--- config.mk ---
export PLATFORM = sky130hd
export DESIGN_NAME = periodic_timer
export DESIGN_NICKNAME = d
export VERILOG_FILES = /design/src/pkg/periodic_timer_pkg.sv /design/src/rtl/periodic_timer.sv
export SDC_FILE = /design/constraint.sdc
export NUM_CORES = 1
export LEC_CHECK = 0
export BUFFER_PORTS_ARGS = -buffer_cell sky130_fd_sc_hd__clkbuf_2
export CAP_MARGIN = 25
export CORE_UTILIZATION = 55
export CTS_CLUSTER_SIZE = 16
export DETAILED_ROUTE_END_ITERATION = 6
export PLACE_DENSITY = 0.93
export SLEW_MARGIN = 30
export SYNTH_ARGS = -nofsm -noshare
export SYNTH_HDL_FRONTEND = slang
export SYNTH_SLANG_ARGS = --single-unit
--- constraint.sdc ---
create_clock -name clk -period 2.8 [get_ports clk]
set_input_delay 0.14 -clock clk [delete_from_list [all_inputs] [get_ports clk]]
set_output_delay 0.14 -clock clk [all_outputs]
set_load 0.02 [all_outputs]
--- src/pkg/periodic_timer_pkg.sv ---
// Constants shared by the periodic timer mode logic
package periodic_timer_pkg;
    // ------------------------------------------------------------
    // Counter geometry
    // ------------------------------------------------------------
    localparam int CNT_W = 10;
    localparam logic [9:0] CNT_RESET = 10'h000;
    localparam logic [9:0] CMP_A_RESET = 10'h000;
    // ------------------------------------------------------------
    // Mode select encodings {mode_sel_hi, mode_sel_lo}
    // ------------------------------------------------------------
    localparam logic [1:0] MODE_COMPARE = 2'h0;
    localparam logic [1:0] MODE_CAPTURE = 2'h1;
    localparam logic [1:0] MODE_PWM = 2'h2;
    localparam logic [1:0] MODE_TIMER = 2'h3;
    // ------------------------------------------------------------
    // Output function encodings {out_func_hi, out_func_lo}
    // ------------------------------------------------------------
    localparam logic [1:0] FUNC_NONE = 2'h0;
    localparam logic [1:0] FUNC_LOW = 2'h1;
    localparam logic [1:0] FUNC_HIGH = 2'h2;
    localparam logic [1:0] FUNC_TOGGLE = 2'h3;
    localparam logic [1:0] FUNC_INACTIVE = 2'h0;
    localparam logic [1:0] FUNC_ACTIVE = 2'h1;
    localparam logic [1:0] FUNC_PWM = 2'h2;
    localparam logic [1:0] FUNC_PULSE = 2'h3;
    localparam logic [1:0] FUNC_RISE = 2'h0;
    localparam logic [1:0] FUNC_FALL = 2'h1;
    localparam logic [1:0] FUNC_BOTH = 2'h2;
    localparam logic [1:0] FUNC_NOCAP = 2'h3;
endpackage : periodic_timer_pkg

--- src/rtl/periodic_timer.sv ---
// Mode logic of the 10-bit periodic timer: compare, timer, PWM, single pulse, capture
// Notes on behaviour
// - Compare mode, clear_select 0: P match clears the counter.
// - clear_select 1: A match clears the counter; P flag never raised.
// - Compare mode: pin changes only on A flag or enable rise; P match leaves it alone.
// - Enable rising edge returns the pin to its initial level.
// - Mode 11 counts and flags like compare mode; pin not driven.
// - PWM: P match clears counter; P 0 gives 1024 counts, else P counts.
// - PWM: duty value at or above period gives 100% duty.
// - PWM: A and P matches each raise their own flag.
// - PWM: output_control sets active level, function forces, polarity inverts.
// - PWM: counting continues while the pin is forced.
// - PWM: clear_select ignored; period comparator always clears.
// - Single pulse: external clock pin rising edge sets the enable bit.
// - Single pulse: A match clears enable, ends pulse, raises A flag.
// - Single pulse: counter zeroed only by enable rising edge.
// - Mode 01 captures from a timer pin or external clock pin.
// - Capture: selected edge copies counter into compare A, raises A flag.
// - Capture: counter free-runs; P match zeroes it and raises P flag.
// - Capture: function 11 disables capture; counter keeps running.
// - Capture: clear_select, output_control, polarity ignored; no output.
// - Capture edge: 00 rising, 01 falling, 10 both.
// - Counter is 10 bits; A value zero overflows at 3FF, no A flag.
// - clear_select 0 with P value zero clears on overflow.
`timescale 1ns/1ps
`default_nettype none
module periodic_timer
    import periodic_timer_pkg::*;
#(
    parameter int W = CNT_W
) (
    // Clock and reset
    input wire logic clk,
    input wire logic reset_n,
    // Module clock tick
    input wire logic count_tick,
    // Control bits
    input wire logic mode_sel_hi,
    input wire logic mode_sel_lo,
    input wire logic out_func_hi,
    input wire logic out_func_lo,
    input wire logic output_control,
    input wire logic output_polarity,
    input wire logic capture_source_sel,
    input wire logic capture_pin_sel,
    input wire logic clear_select,
    // Enable bit write
    input wire logic enable_wr,
    input wire logic enable_wdata,
    // Compare values
    input wire logic compare_a_wr,
    input wire logic [W-1:0] compare_a_wdata,
    input wire logic [W-1:0] compare_p_value,
    // Flag clears
    input wire logic cmp_a_flag_clr,
    input wire logic cmp_p_flag_clr,
    // External pins
    input wire logic timer_pin_0,
    input wire logic timer_pin_1,
    input wire logic ext_clock_pin,
    // Status
    output logic module_enable,
    output logic [W-1:0] counter_value,
    output logic [W-1:0] compare_a_value,
    output logic cmp_a_flag,
    output logic cmp_p_flag,
    // Waveform pin
    output logic timer_out,
    output logic timer_out_en
);
    // ------------------------------------------------------------
    // Elaboration check
    // ------------------------------------------------------------
    if (W != CNT_W) begin : g_bad_width
        $error("periodic_timer: counter width must be 10");
    end

    // ------------------------------------------------------------
    // Reset release
    // ------------------------------------------------------------
    logic rst_meta, rst_n;
    // Async assert, sync release through two flops
    always_ff @(posedge clk or negedge reset_n) begin
        if (!reset_n) begin
            rst_meta <= 1'b0;
            rst_n <= 1'b0;
        end else begin
            rst_meta <= 1'b1;
            rst_n <= rst_meta;
        end
    end

    // ------------------------------------------------------------
    // Decodes and edges
    // ------------------------------------------------------------
    logic [1:0] mode, func;
    logic enable_prev, ena_rise, pin_prev, ext_prev, cap_src, cap_edge, ext_rise;
    logic [W-1:0] cnt_inc;
    logic pulse_mode, run, a_hit, p_hit, clr_on_a, wave_active;
    assign mode = {mode_sel_hi, mode_sel_lo};
    assign func = {out_func_hi, out_func_lo};
    assign pulse_mode = (mode == MODE_PWM) && (func == FUNC_PULSE);
    assign ena_rise = module_enable && !enable_prev;
    // Pins are taken as synchronous; one flop gives the previous level
    assign cap_src = capture_source_sel ? ext_clock_pin
                   : (capture_pin_sel ? timer_pin_1 : timer_pin_0);
    assign ext_rise = ext_clock_pin && !ext_prev;
    // Edge type from the output function bits
    always_comb begin
        case (func)
            FUNC_RISE: cap_edge = cap_src && !pin_prev;
            FUNC_FALL: cap_edge = !cap_src && pin_prev;
            FUNC_BOTH: cap_edge = cap_src != pin_prev;
            default: cap_edge = 1'b0;
        endcase
    end
    // Previous levels of enable and pins
    always_ff @(posedge clk or negedge rst_n) begin
        if (!rst_n) begin
            enable_prev <= 1'b0;
            pin_prev <= 1'b0;
            ext_prev <= 1'b0;
        end else begin
            enable_prev <= module_enable;
            pin_prev <= cap_src;
            ext_prev <= ext_clock_pin;
        end
    end

    // ------------------------------------------------------------
    // Comparators
    // ------------------------------------------------------------
    // Matching on count+1 makes a zero value fall on the wrap at 3FF
    assign run = module_enable && !ena_rise && count_tick;
    assign cnt_inc = counter_value + W'(1);
    assign clr_on_a = clear_select && (mode == MODE_COMPARE || mode == MODE_TIMER);
    assign a_hit = run && (cnt_inc == compare_a_value) && (compare_a_value != '0);
    assign p_hit = run && (cnt_inc == compare_p_value);

    // ------------------------------------------------------------
    // Counter
    // ------------------------------------------------------------
    // Enable rise zeroes; otherwise count, clearing on the chosen match
    always_ff @(posedge clk or negedge rst_n) begin
        if (!rst_n) begin
            counter_value <= CNT_RESET;
        end else if (ena_rise) begin
            counter_value <= CNT_RESET;
        end else if (run) begin
            if (pulse_mode) begin
                counter_value <= cnt_inc;
            end else if (clr_on_a) begin
                counter_value <= a_hit ? CNT_RESET : cnt_inc;
            end else begin
                counter_value <= p_hit ? CNT_RESET : cnt_inc;
            end
        end
    end

    // ------------------------------------------------------------
    // Enable bit
    // ------------------------------------------------------------
    // Software write, pin start and A-match stop in pulse mode
    always_ff @(posedge clk or negedge rst_n) begin
        if (!rst_n) begin
            module_enable <= 1'b0;
        end else if (enable_wr) begin
            module_enable <= enable_wdata;
        end else if (pulse_mode && a_hit) begin
            module_enable <= 1'b0;
        end else if (pulse_mode && ext_rise) begin
            module_enable <= 1'b1;
        end
    end

    // ------------------------------------------------------------
    // Compare A register
    // ------------------------------------------------------------
    // Capture overrides a software write in the same cycle
    always_ff @(posedge clk or negedge rst_n) begin
        if (!rst_n) begin
            compare_a_value <= CMP_A_RESET;
        end else if (mode == MODE_CAPTURE && module_enable && cap_edge) begin
            compare_a_value <= counter_value;
        end else if (compare_a_wr) begin
            compare_a_value <= compare_a_wdata;
        end
    end

    // ------------------------------------------------------------
    // Flags
    // ------------------------------------------------------------
    logic set_a, set_p;
    assign set_a = (mode == MODE_CAPTURE) ? (module_enable && cap_edge) : a_hit;
    assign set_p = p_hit && !clr_on_a && !pulse_mode;
    // Sticky flags; a set wins over a same-cycle clear
    always_ff @(posedge clk or negedge rst_n) begin
        if (!rst_n) begin
            cmp_a_flag <= 1'b0;
            cmp_p_flag <= 1'b0;
        end else begin
            cmp_a_flag <= set_a || (cmp_a_flag && !cmp_a_flag_clr);
            cmp_p_flag <= set_p || (cmp_p_flag && !cmp_p_flag_clr);
        end
    end

    // ------------------------------------------------------------
    // Output pin
    // ------------------------------------------------------------
    logic cmp_level, next_out, next_out_en;
    // Compare-mode level: initial on enable rise, action on A flag
    always_ff @(posedge clk or negedge rst_n) begin
        if (!rst_n) begin
            cmp_level <= 1'b0;
        end else if (ena_rise) begin
            cmp_level <= output_control;
        end else if (a_hit) begin
            case (func)
                FUNC_LOW: cmp_level <= 1'b0;
                FUNC_HIGH: cmp_level <= 1'b1;
                FUNC_TOGGLE: cmp_level <= !cmp_level;
                default: cmp_level <= cmp_level;
            endcase
        end
    end
    // Duty at or above a nonzero period holds the wave active
    assign wave_active = ((compare_a_value >= compare_p_value) && (compare_p_value != '0))
                       || (counter_value < compare_a_value);
    // Pin level per mode; the pulse ends at the pin one cycle after enable drops
    always_comb begin
        next_out = 1'b0;
        next_out_en = 1'b0;
        case (mode)
            MODE_COMPARE: begin
                next_out = cmp_level ^ output_polarity;
                next_out_en = 1'b1;
            end
            MODE_PWM: begin
                next_out_en = 1'b1;
                case (func)
                    FUNC_INACTIVE: next_out = !output_control;
                    FUNC_ACTIVE: next_out = output_control;
                    FUNC_PWM: next_out = wave_active ? output_control : !output_control;
                    default: next_out = module_enable ? output_control : !output_control;
                endcase
                next_out = next_out ^ output_polarity;
            end
            default: next_out_en = 1'b0;
        endcase
    end
    // Registered pin drive
    always_ff @(posedge clk or negedge rst_n) begin
        if (!rst_n) begin
            timer_out <= 1'b0;
            timer_out_en <= 1'b0;
        end else begin
            timer_out <= next_out;
            timer_out_en <= next_out_en;
        end
    end
endmodule : periodic_timer
`default_nettype wire

# After elaboration in Yosys (flattened, before gate mapping)
# Index checks and enable logic that the tools add are counted.
dict set report word_totals {
  output_inout_bits 25
  ff_bits 31
  inputBits 40
}
dict set report classes {
  reduce_logical 47
  n_eq_ne 9
  n_addsub 1
  mux 24
  n_bitwise 2
  magnitude_cmp 2
}
# operator count
set ops {}
lappend ops {{$mux W10} 8}
lappend ops {{$logic_and A1 B1 Y1} 21}
lappend ops {{$eq A10 B10 Y1} 2}
lappend ops {{$reduce_bool A10 Y1} 2}
lappend ops {{$mux W1} 12}
lappend ops {{$logic_not A1 Y1} 11}
lappend ops {{$add A10 B1 Y10 const B} 1}
lappend ops {{$ge A10 B10 Y1} 1}
lappend ops {{$lt A10 B10 Y1} 1}
lappend ops {{$pmux W1 S3} 3}
lappend ops {{$eq A2 B2 Y1 const B} 4}
lappend ops {{$reduce_bool A2 Y1} 3}
lappend ops {{$eq A2 B1 Y1 const B} 2}
lappend ops {{$logic_not A2 Y1} 2}
lappend ops {{$logic_or A1 B1 Y1} 4}
lappend ops {{$reduce_bool A4 Y1} 1}
lappend ops {{$reduce_bool A3 Y1} 1}
lappend ops {{$pmux W1 S2} 1}
lappend ops {{$reduce_and A2 Y1} 1}
lappend ops {{$reduce_or A2 Y1} 1}
lappend ops {{$xor A1 B1 Y1} 2}
lappend ops {{$ne A1 B1 Y1} 1}

# Depth between registers and ports, before layout
dict set report logic_depth {
  depth_word 12
  mapped_depth 11
  mapped_depth_nobuf 9
}

# Worst setup path before layout
# OpenSTA, ideal clock, no wires.
dict set report synth_timing {
  path_kind {flip-flop to flip-flop}
  from {reg counter_value[0]}
  to {reg counter_value[0]}
  arrival_time_ns 2.346
  t_required_ns 2.675
  stages_incl_launch_ff 11
  slack_ns 0.329
  path_cell_list {dfrtp_1 -> ha_1 -> buf_2 -> and3_1 -> buf_4 -> and2_4 -> xnor2_1 -> nor3_1 -> o2111ai_4 -> and2_4 -> mux2_2}
}
dict set report synth_via {
  elab_chain_len 9
  elab_cells_between_ends 12
  classes_between {add/sub: 1; eq/ne: 2; mux: 6; reduce/logical: 3}
}
# item line
set synth_lines {}
lappend synth_lines {{start, declared} periodic_timer.sv:63} ;# output logic [W-1:0] counter_value,
lappend synth_lines {{start signal, assigned} periodic_timer.sv:151} ;# counter_value <= cnt_inc;
lappend synth_lines {{start signal, assigned} periodic_timer.sv:153} ;# counter_value <= a_hit ? CNT_RESET : cnt_inc;
lappend synth_lines {{start signal, assigned} periodic_timer.sv:155} ;# counter_value <= p_hit ? CNT_RESET : cnt_inc;
lappend synth_lines {{$add A10 B1 Y10 *} periodic_timer.sv:135} ;# assign cnt_inc = counter_value + W'(1);
lappend synth_lines {{$eq A10 B10 Y1} periodic_timer.sv:137} ;# assign a_hit = run && (cnt_inc == compare_a_value) && (compare_a_value != '0);
lappend synth_lines {{$logic_and A1 B1 Y1 (2 in series)} periodic_timer.sv:137}
lappend synth_lines {{$mux W10} periodic_timer.sv:153}
lappend synth_lines {{$mux W10} periodic_timer.sv:152} ;# end else if (clr_on_a) begin
lappend synth_lines {{$mux W10 *} periodic_timer.sv:150} ;# if (pulse_mode) begin
lappend synth_lines {{$mux W10 *} periodic_timer.sv:149} ;# end else if (run) begin
lappend synth_lines {{$mux W10 *} periodic_timer.sv:147} ;# end else if (ena_rise) begin
# Every way passes the cells marked *; elsewhere a longest branch is shown, timed or not. The select of a mux whose other input is x is not followed.
# A chain may end at the register's enable or synchronous reset.

# Final worst setup path
dict set report layout_timing {
  from {reg counter_value[3]}
  to {reg counter_value[0]}
}
dict set report layout_via {
  elab_chain_len 9
  elab_cells_between_ends 12
  classes_between {add/sub: 1; eq/ne: 2; mux: 6; reduce/logical: 3}
}
# item line
set layout_lines {}
lappend layout_lines {{$add A10 B1 Y10 *} periodic_timer.sv:135}
lappend layout_lines {{$eq A10 B10 Y1} periodic_timer.sv:137}
lappend layout_lines {{$logic_and A1 B1 Y1 (2 in series)} periodic_timer.sv:137}
lappend layout_lines {{$mux W10} periodic_timer.sv:153}
lappend layout_lines {{$mux W10 *} periodic_timer.sv:152}
lappend layout_lines {{$mux W10 *} periodic_timer.sv:150}
lappend layout_lines {{$mux W10 *} periodic_timer.sv:149}
lappend layout_lines {{$mux W10 *} periodic_timer.sv:147}
# Marked as above.

==> summary.log <==
qor: yosys.synth.yosys.seq_area_share 0.274
qor: timing.final-max-slew-violation-count 0
qor: yosys.synth_enable_flop_cells 0
qor: worst_setup_path.timing.reg2reg.worst_path_depth 7
qor: place.place.gp.congestion 0.948
qor: hold_path.hold_path.startpoint cmp_p_flag_clr
qor: hold_path.timing.hold.worst_endpoint cmp_p_flag
qor: timing.sum_of_negative_setup_slack 0 ps
qor: worst_setup_path.r2r-start counter_value[3]
qor: global_route.grt_pass1_wl 11600 um
qor: drt.drt.antenna.violating_nets 0
qor: layout.fraction_of_final_layout_cells_with_drive_strength_greater_than_1 0.237
qor: layout.area_delta_synth_final 16.3%
qor: drt.average_wire_per_cell_in_the_routed_design 16.0 um
qor: yosys.syn-mean-instance-area 8.76 sq um
qor: floorplanning.design.core.area 4850 sq um
qor: timing.fin_crit 2650 ps
qor: cts.clock_tree_from_tritoncts yes
qor: timing.setup_violations 0
qor: floorplanning.die_height 73.7 um
qor: hold_path.holdPathStages 2
qor: drt.drtPass1Iterations 6
qor: cts.cts_sinks 31
qor: global_route.grt_max_degree 30
qor: drt.post_drt_via_cell_ratio 5.86
qor: worst_setup_path.timing.critical_path.fanout_max 15
qor: cts.htreeDepth 2
qor: power_and_ir_drop.p_per_area 379 nW/um^2
qor: timing.finalCritPeriodShare 0.947
qor: floorplanning.die_area 5430 sq um
qor: floorplanning.initial_core_utilization 0.583
qor: place.preCtsSetupSlack 246 ps
qor: drt.drt-initial-drc-count 182
qor: worst_setup_path.r2r_end counter_value[0]
qor: timing.fin_skew 10.3 ps
qor: cts.cts.path.max_buffers 2
qor: layout.n_fill_cell 382
qor: power_and_ir_drop.power.total 1250 uW
qor: worst_setup_path.max_stage_delay 600 ps
qor: timing.hold-worst-slack 45.9 ps
qor: yosys.post_synth_instance_area 2830 sq um
qor: worst_setup_path.regToRegSetupSlack 150 ps
qor: yosys.async_flop_share 1.00
qor: global_route.gr-usage-all-layers 0.283
qor: drt.drc 0
qor: cts.clkSlewWorstSetupHoldPaths 70 ps
qor: worst_setup_path.arrival 2830 ps
qor: job.cap_viol_max_count 0
qor: cts.cts_resized 0
qor: timing.unrepaired_setup_endpoints_after_global_routing no
qor: global_route.number_of_antenna_violations_at_the_first_check_in_global_routing 0
qor: hold_path.timing.hold.worst.class in2reg
qor: worst_setup_path.critical_path_cell_list and4_4, nand4_4, xnor2_1, nor4_4, o2111ai_4, and2_4, mux2_2
qor: status.outcome completed
qor: worst_setup_path.cp.required 2970 ps
qor: drt.wirelength 7280 um
qor: place.hpwlAfterDp 5610 um
qor: timing.worst_slew_slack_as_a_fraction_of_its_limit 0.447
qor: floorplanning.pin_count 65
qor: global_route.gr-total-overflow 0
qor: global_route.grt_pass1_vias 2436
qor: worst_setup_path.slowest_stage sky130_fd_sc_hd__dfrtp_1
qor: timing.timing_hold_violations_final 0
qor: power_and_ir_drop.leakage 0.00168 uW
qor: floorplanning.std_cell_rows 25
qor: worst_setup_path.setup.worst_path.end_class flip-flop
qor: timing.setup_ws 148 ps
qor: cts.cts-root-buf sky130_fd_sc_hd__clkbuf_8
qor: yosys.mappedNetlistNets 393
qor: cts.clkLatencyLatePin 290 ps
qor: timing.tightestPinTransition 824 ps
qor: yosys.synth.distinct_cells 59
qor: cts.numCtsBuffers 5
qor: yosys.postSynth.topFlopCell sky130_fd_sc_hd__dfrtp_1
qor: yosys.postSynthCellCount 323
qor: layout.antenna_cells 0
qor: place.io_buffers 64
qor: drt.route.vias.total 2667
qor: timing.clock.fmax 377 MHz
qor: worst_setup_path.crit_start_category flip-flop
qor: yosys.ys_seq_elements 31
qor: floorplanning.die_width 73.7 um
qor: worst_setup_path.path_class reg2reg
qor: power_and_ir_drop.peak_supply_drop 0.377 mV
qor: layout.net_count_of_the_finished_layout 457
qor: yosys.yosysWarnings 0
==> layout make-up <==
cell class / instances / area (sq um) / area share
inverters: 35 / 131 / 0.0399
flip-flops and latches: 31 / 776 / 0.236
clock inverters: 1 / 5.00 / 0.00152
multi-input cells: 243 / 1840 / 0.559
well taps: 67 / 83.8 / 0.0255
repair buffers: 71 / 378 / 0.115
clock buffers: 7 / 76.3 / 0.0232
==> synth_stat cells (all sizes together), types with 6 or more instances <==
cell | n | area (sq um)
and2 | 6 | 45.1
buf | 11 | 82.6
nand3 | 11 | 60.1
mux2i | 18 | 180
o21ai | 25 | 125
ha | 30 | 375
nand2 | 34 | 128
nor2 | 19 | 71.3
a21oi | 8 | 40.0
xnor2 | 7 | 61.3
dfrtp | 31 | 776
inv | 35 | 131
a31oi | 8 | 50.1
xor2 | 10 | 87.6
==> per-layer routing <==
layer,global-route usage,vias up,share of wire
li1,-,1273,-
met1,0.382,1251,0.43
met2,0.463,130,0.48
met3,0.0466,13,0.069
met4,0.0855,0,0.015
met5,0,-,0
==> flip-flops by register name, summed over array words and instances, names as in the netlist <==
register and flops:
cmp_a_flag 1, cmp_level 1, cmp_p_flag 1, compare_a_value 10, counter_value 10, enable_prev 1, ext_prev 1, module_enable 1
pin_prev 1, rst_meta 1, rst_n 1, timer_out 1, timer_out_en 1
==> layout by cell type, fill, tap and decap left out, types with 3 or more instances in the layout <==
cell type,netlist,routed
sky130_fd_sc_hd__o31ai_1,3,3
sky130_fd_sc_hd__o21ai_0,24,24
sky130_fd_sc_hd__nor2b_1,3,3
sky130_fd_sc_hd__xor2_1,10,10
sky130_fd_sc_hd__a31oi_1,8,8
sky130_fd_sc_hd__and2_1,3,3
sky130_fd_sc_hd__nor2_1,19,19
sky130_fd_sc_hd__o211ai_1,4,4
sky130_fd_sc_hd__buf_4,4,5
sky130_fd_sc_hd__nor4_1,3,3
sky130_fd_sc_hd__ha_1,30,30
sky130_fd_sc_hd__clkbuf_8,0,5
sky130_fd_sc_hd__a21oi_1,8,8
sky130_fd_sc_hd__xnor2_1,7,7
sky130_fd_sc_hd__o22ai_1,3,3
sky130_fd_sc_hd__inv_1,35,35
sky130_fd_sc_hd__nand2_1,34,34
sky130_fd_sc_hd__nand3_1,10,10
sky130_fd_sc_hd__and3_1,4,4
sky130_fd_sc_hd__mux2i_1,18,18
sky130_fd_sc_hd__and2_4,3,3
sky130_fd_sc_hd__or2_2,3,3
sky130_fd_sc_hd__nor3_1,5,4
sky130_fd_sc_hd__nand4_1,4,4
sky130_fd_sc_hd__dfrtp_1,31,31
sky130_fd_sc_hd__clkbuf_2,0,64
sky130_fd_sc_hd__xnor3_1,3,3
==> worst max-delay path by stage <==
stage	end	slack, ps	startpoint	cells past startpoint
after global routing	counter_value[6]	20	counter_value[0]	9
after CTS	counter_value[0]	230	counter_value[3]	7
after floorplan	counter_value[0]	330	counter_value[0]	10
after global placement	counter_value[0]	360	counter_value[2]	7
final	counter_value[0]	150	counter_value[3]	7
after detailed placement	counter_value[0]	250	counter_value[3]	7
==> timing repair <==
item | in CTS | in global routing
setup buffers | 0 | 0
hold buffers | 2 | 0
endpoints found under the hold margin | 3 | 0
setup endpoints to repair | 0 | 0
==> worst max-delay path: cells and delay by family (launching register included) <==
kind             cells  cell delay [ps]
AO/OA/AOI/OAI        1              320
XOR/XNOR             1              220
AND/OR/NAND/NOR      4             1140
multiplexers         1              260
flip-flops           1              600
==> report_power, final <==
part           switching [uW]  total (uW)  internal [uW]
Combinational             218         378            161
Clock                     164         338            174
Sequential               51.2         531            480
Total                     432        1250            815
==> cells by family (layout without fill, tap and decap cells) <==
| group | Yosys count | in the layout | share of synthesized area |
|---|---|---|---|
| buf+inv | 49 | 114 | 0.0796 |
| other cells | 1 | 1 | 0.00133 |
| xor+xnor | 20 | 20 | 0.0765 |
| simple gates | 105 | 105 | 0.203 |
| compound gates | 67 | 67 | 0.161 |
| mux | 20 | 20 | 0.0716 |
| fa+ha+maj | 30 | 30 | 0.133 |
| flops | 31 | 31 | 0.274 |
==> per-stage QoR <==
stage	utilization	instance area, sq um	cells
global route	0.678	3290	455
floorplan	-	2830	323
finish	0.678	3290	455
detailed placement	0.658	3190	445
CTS	0.678	3290	455
global placement	0.656	3180	445
No activity file was read; power rests on OpenSTA's default activity.
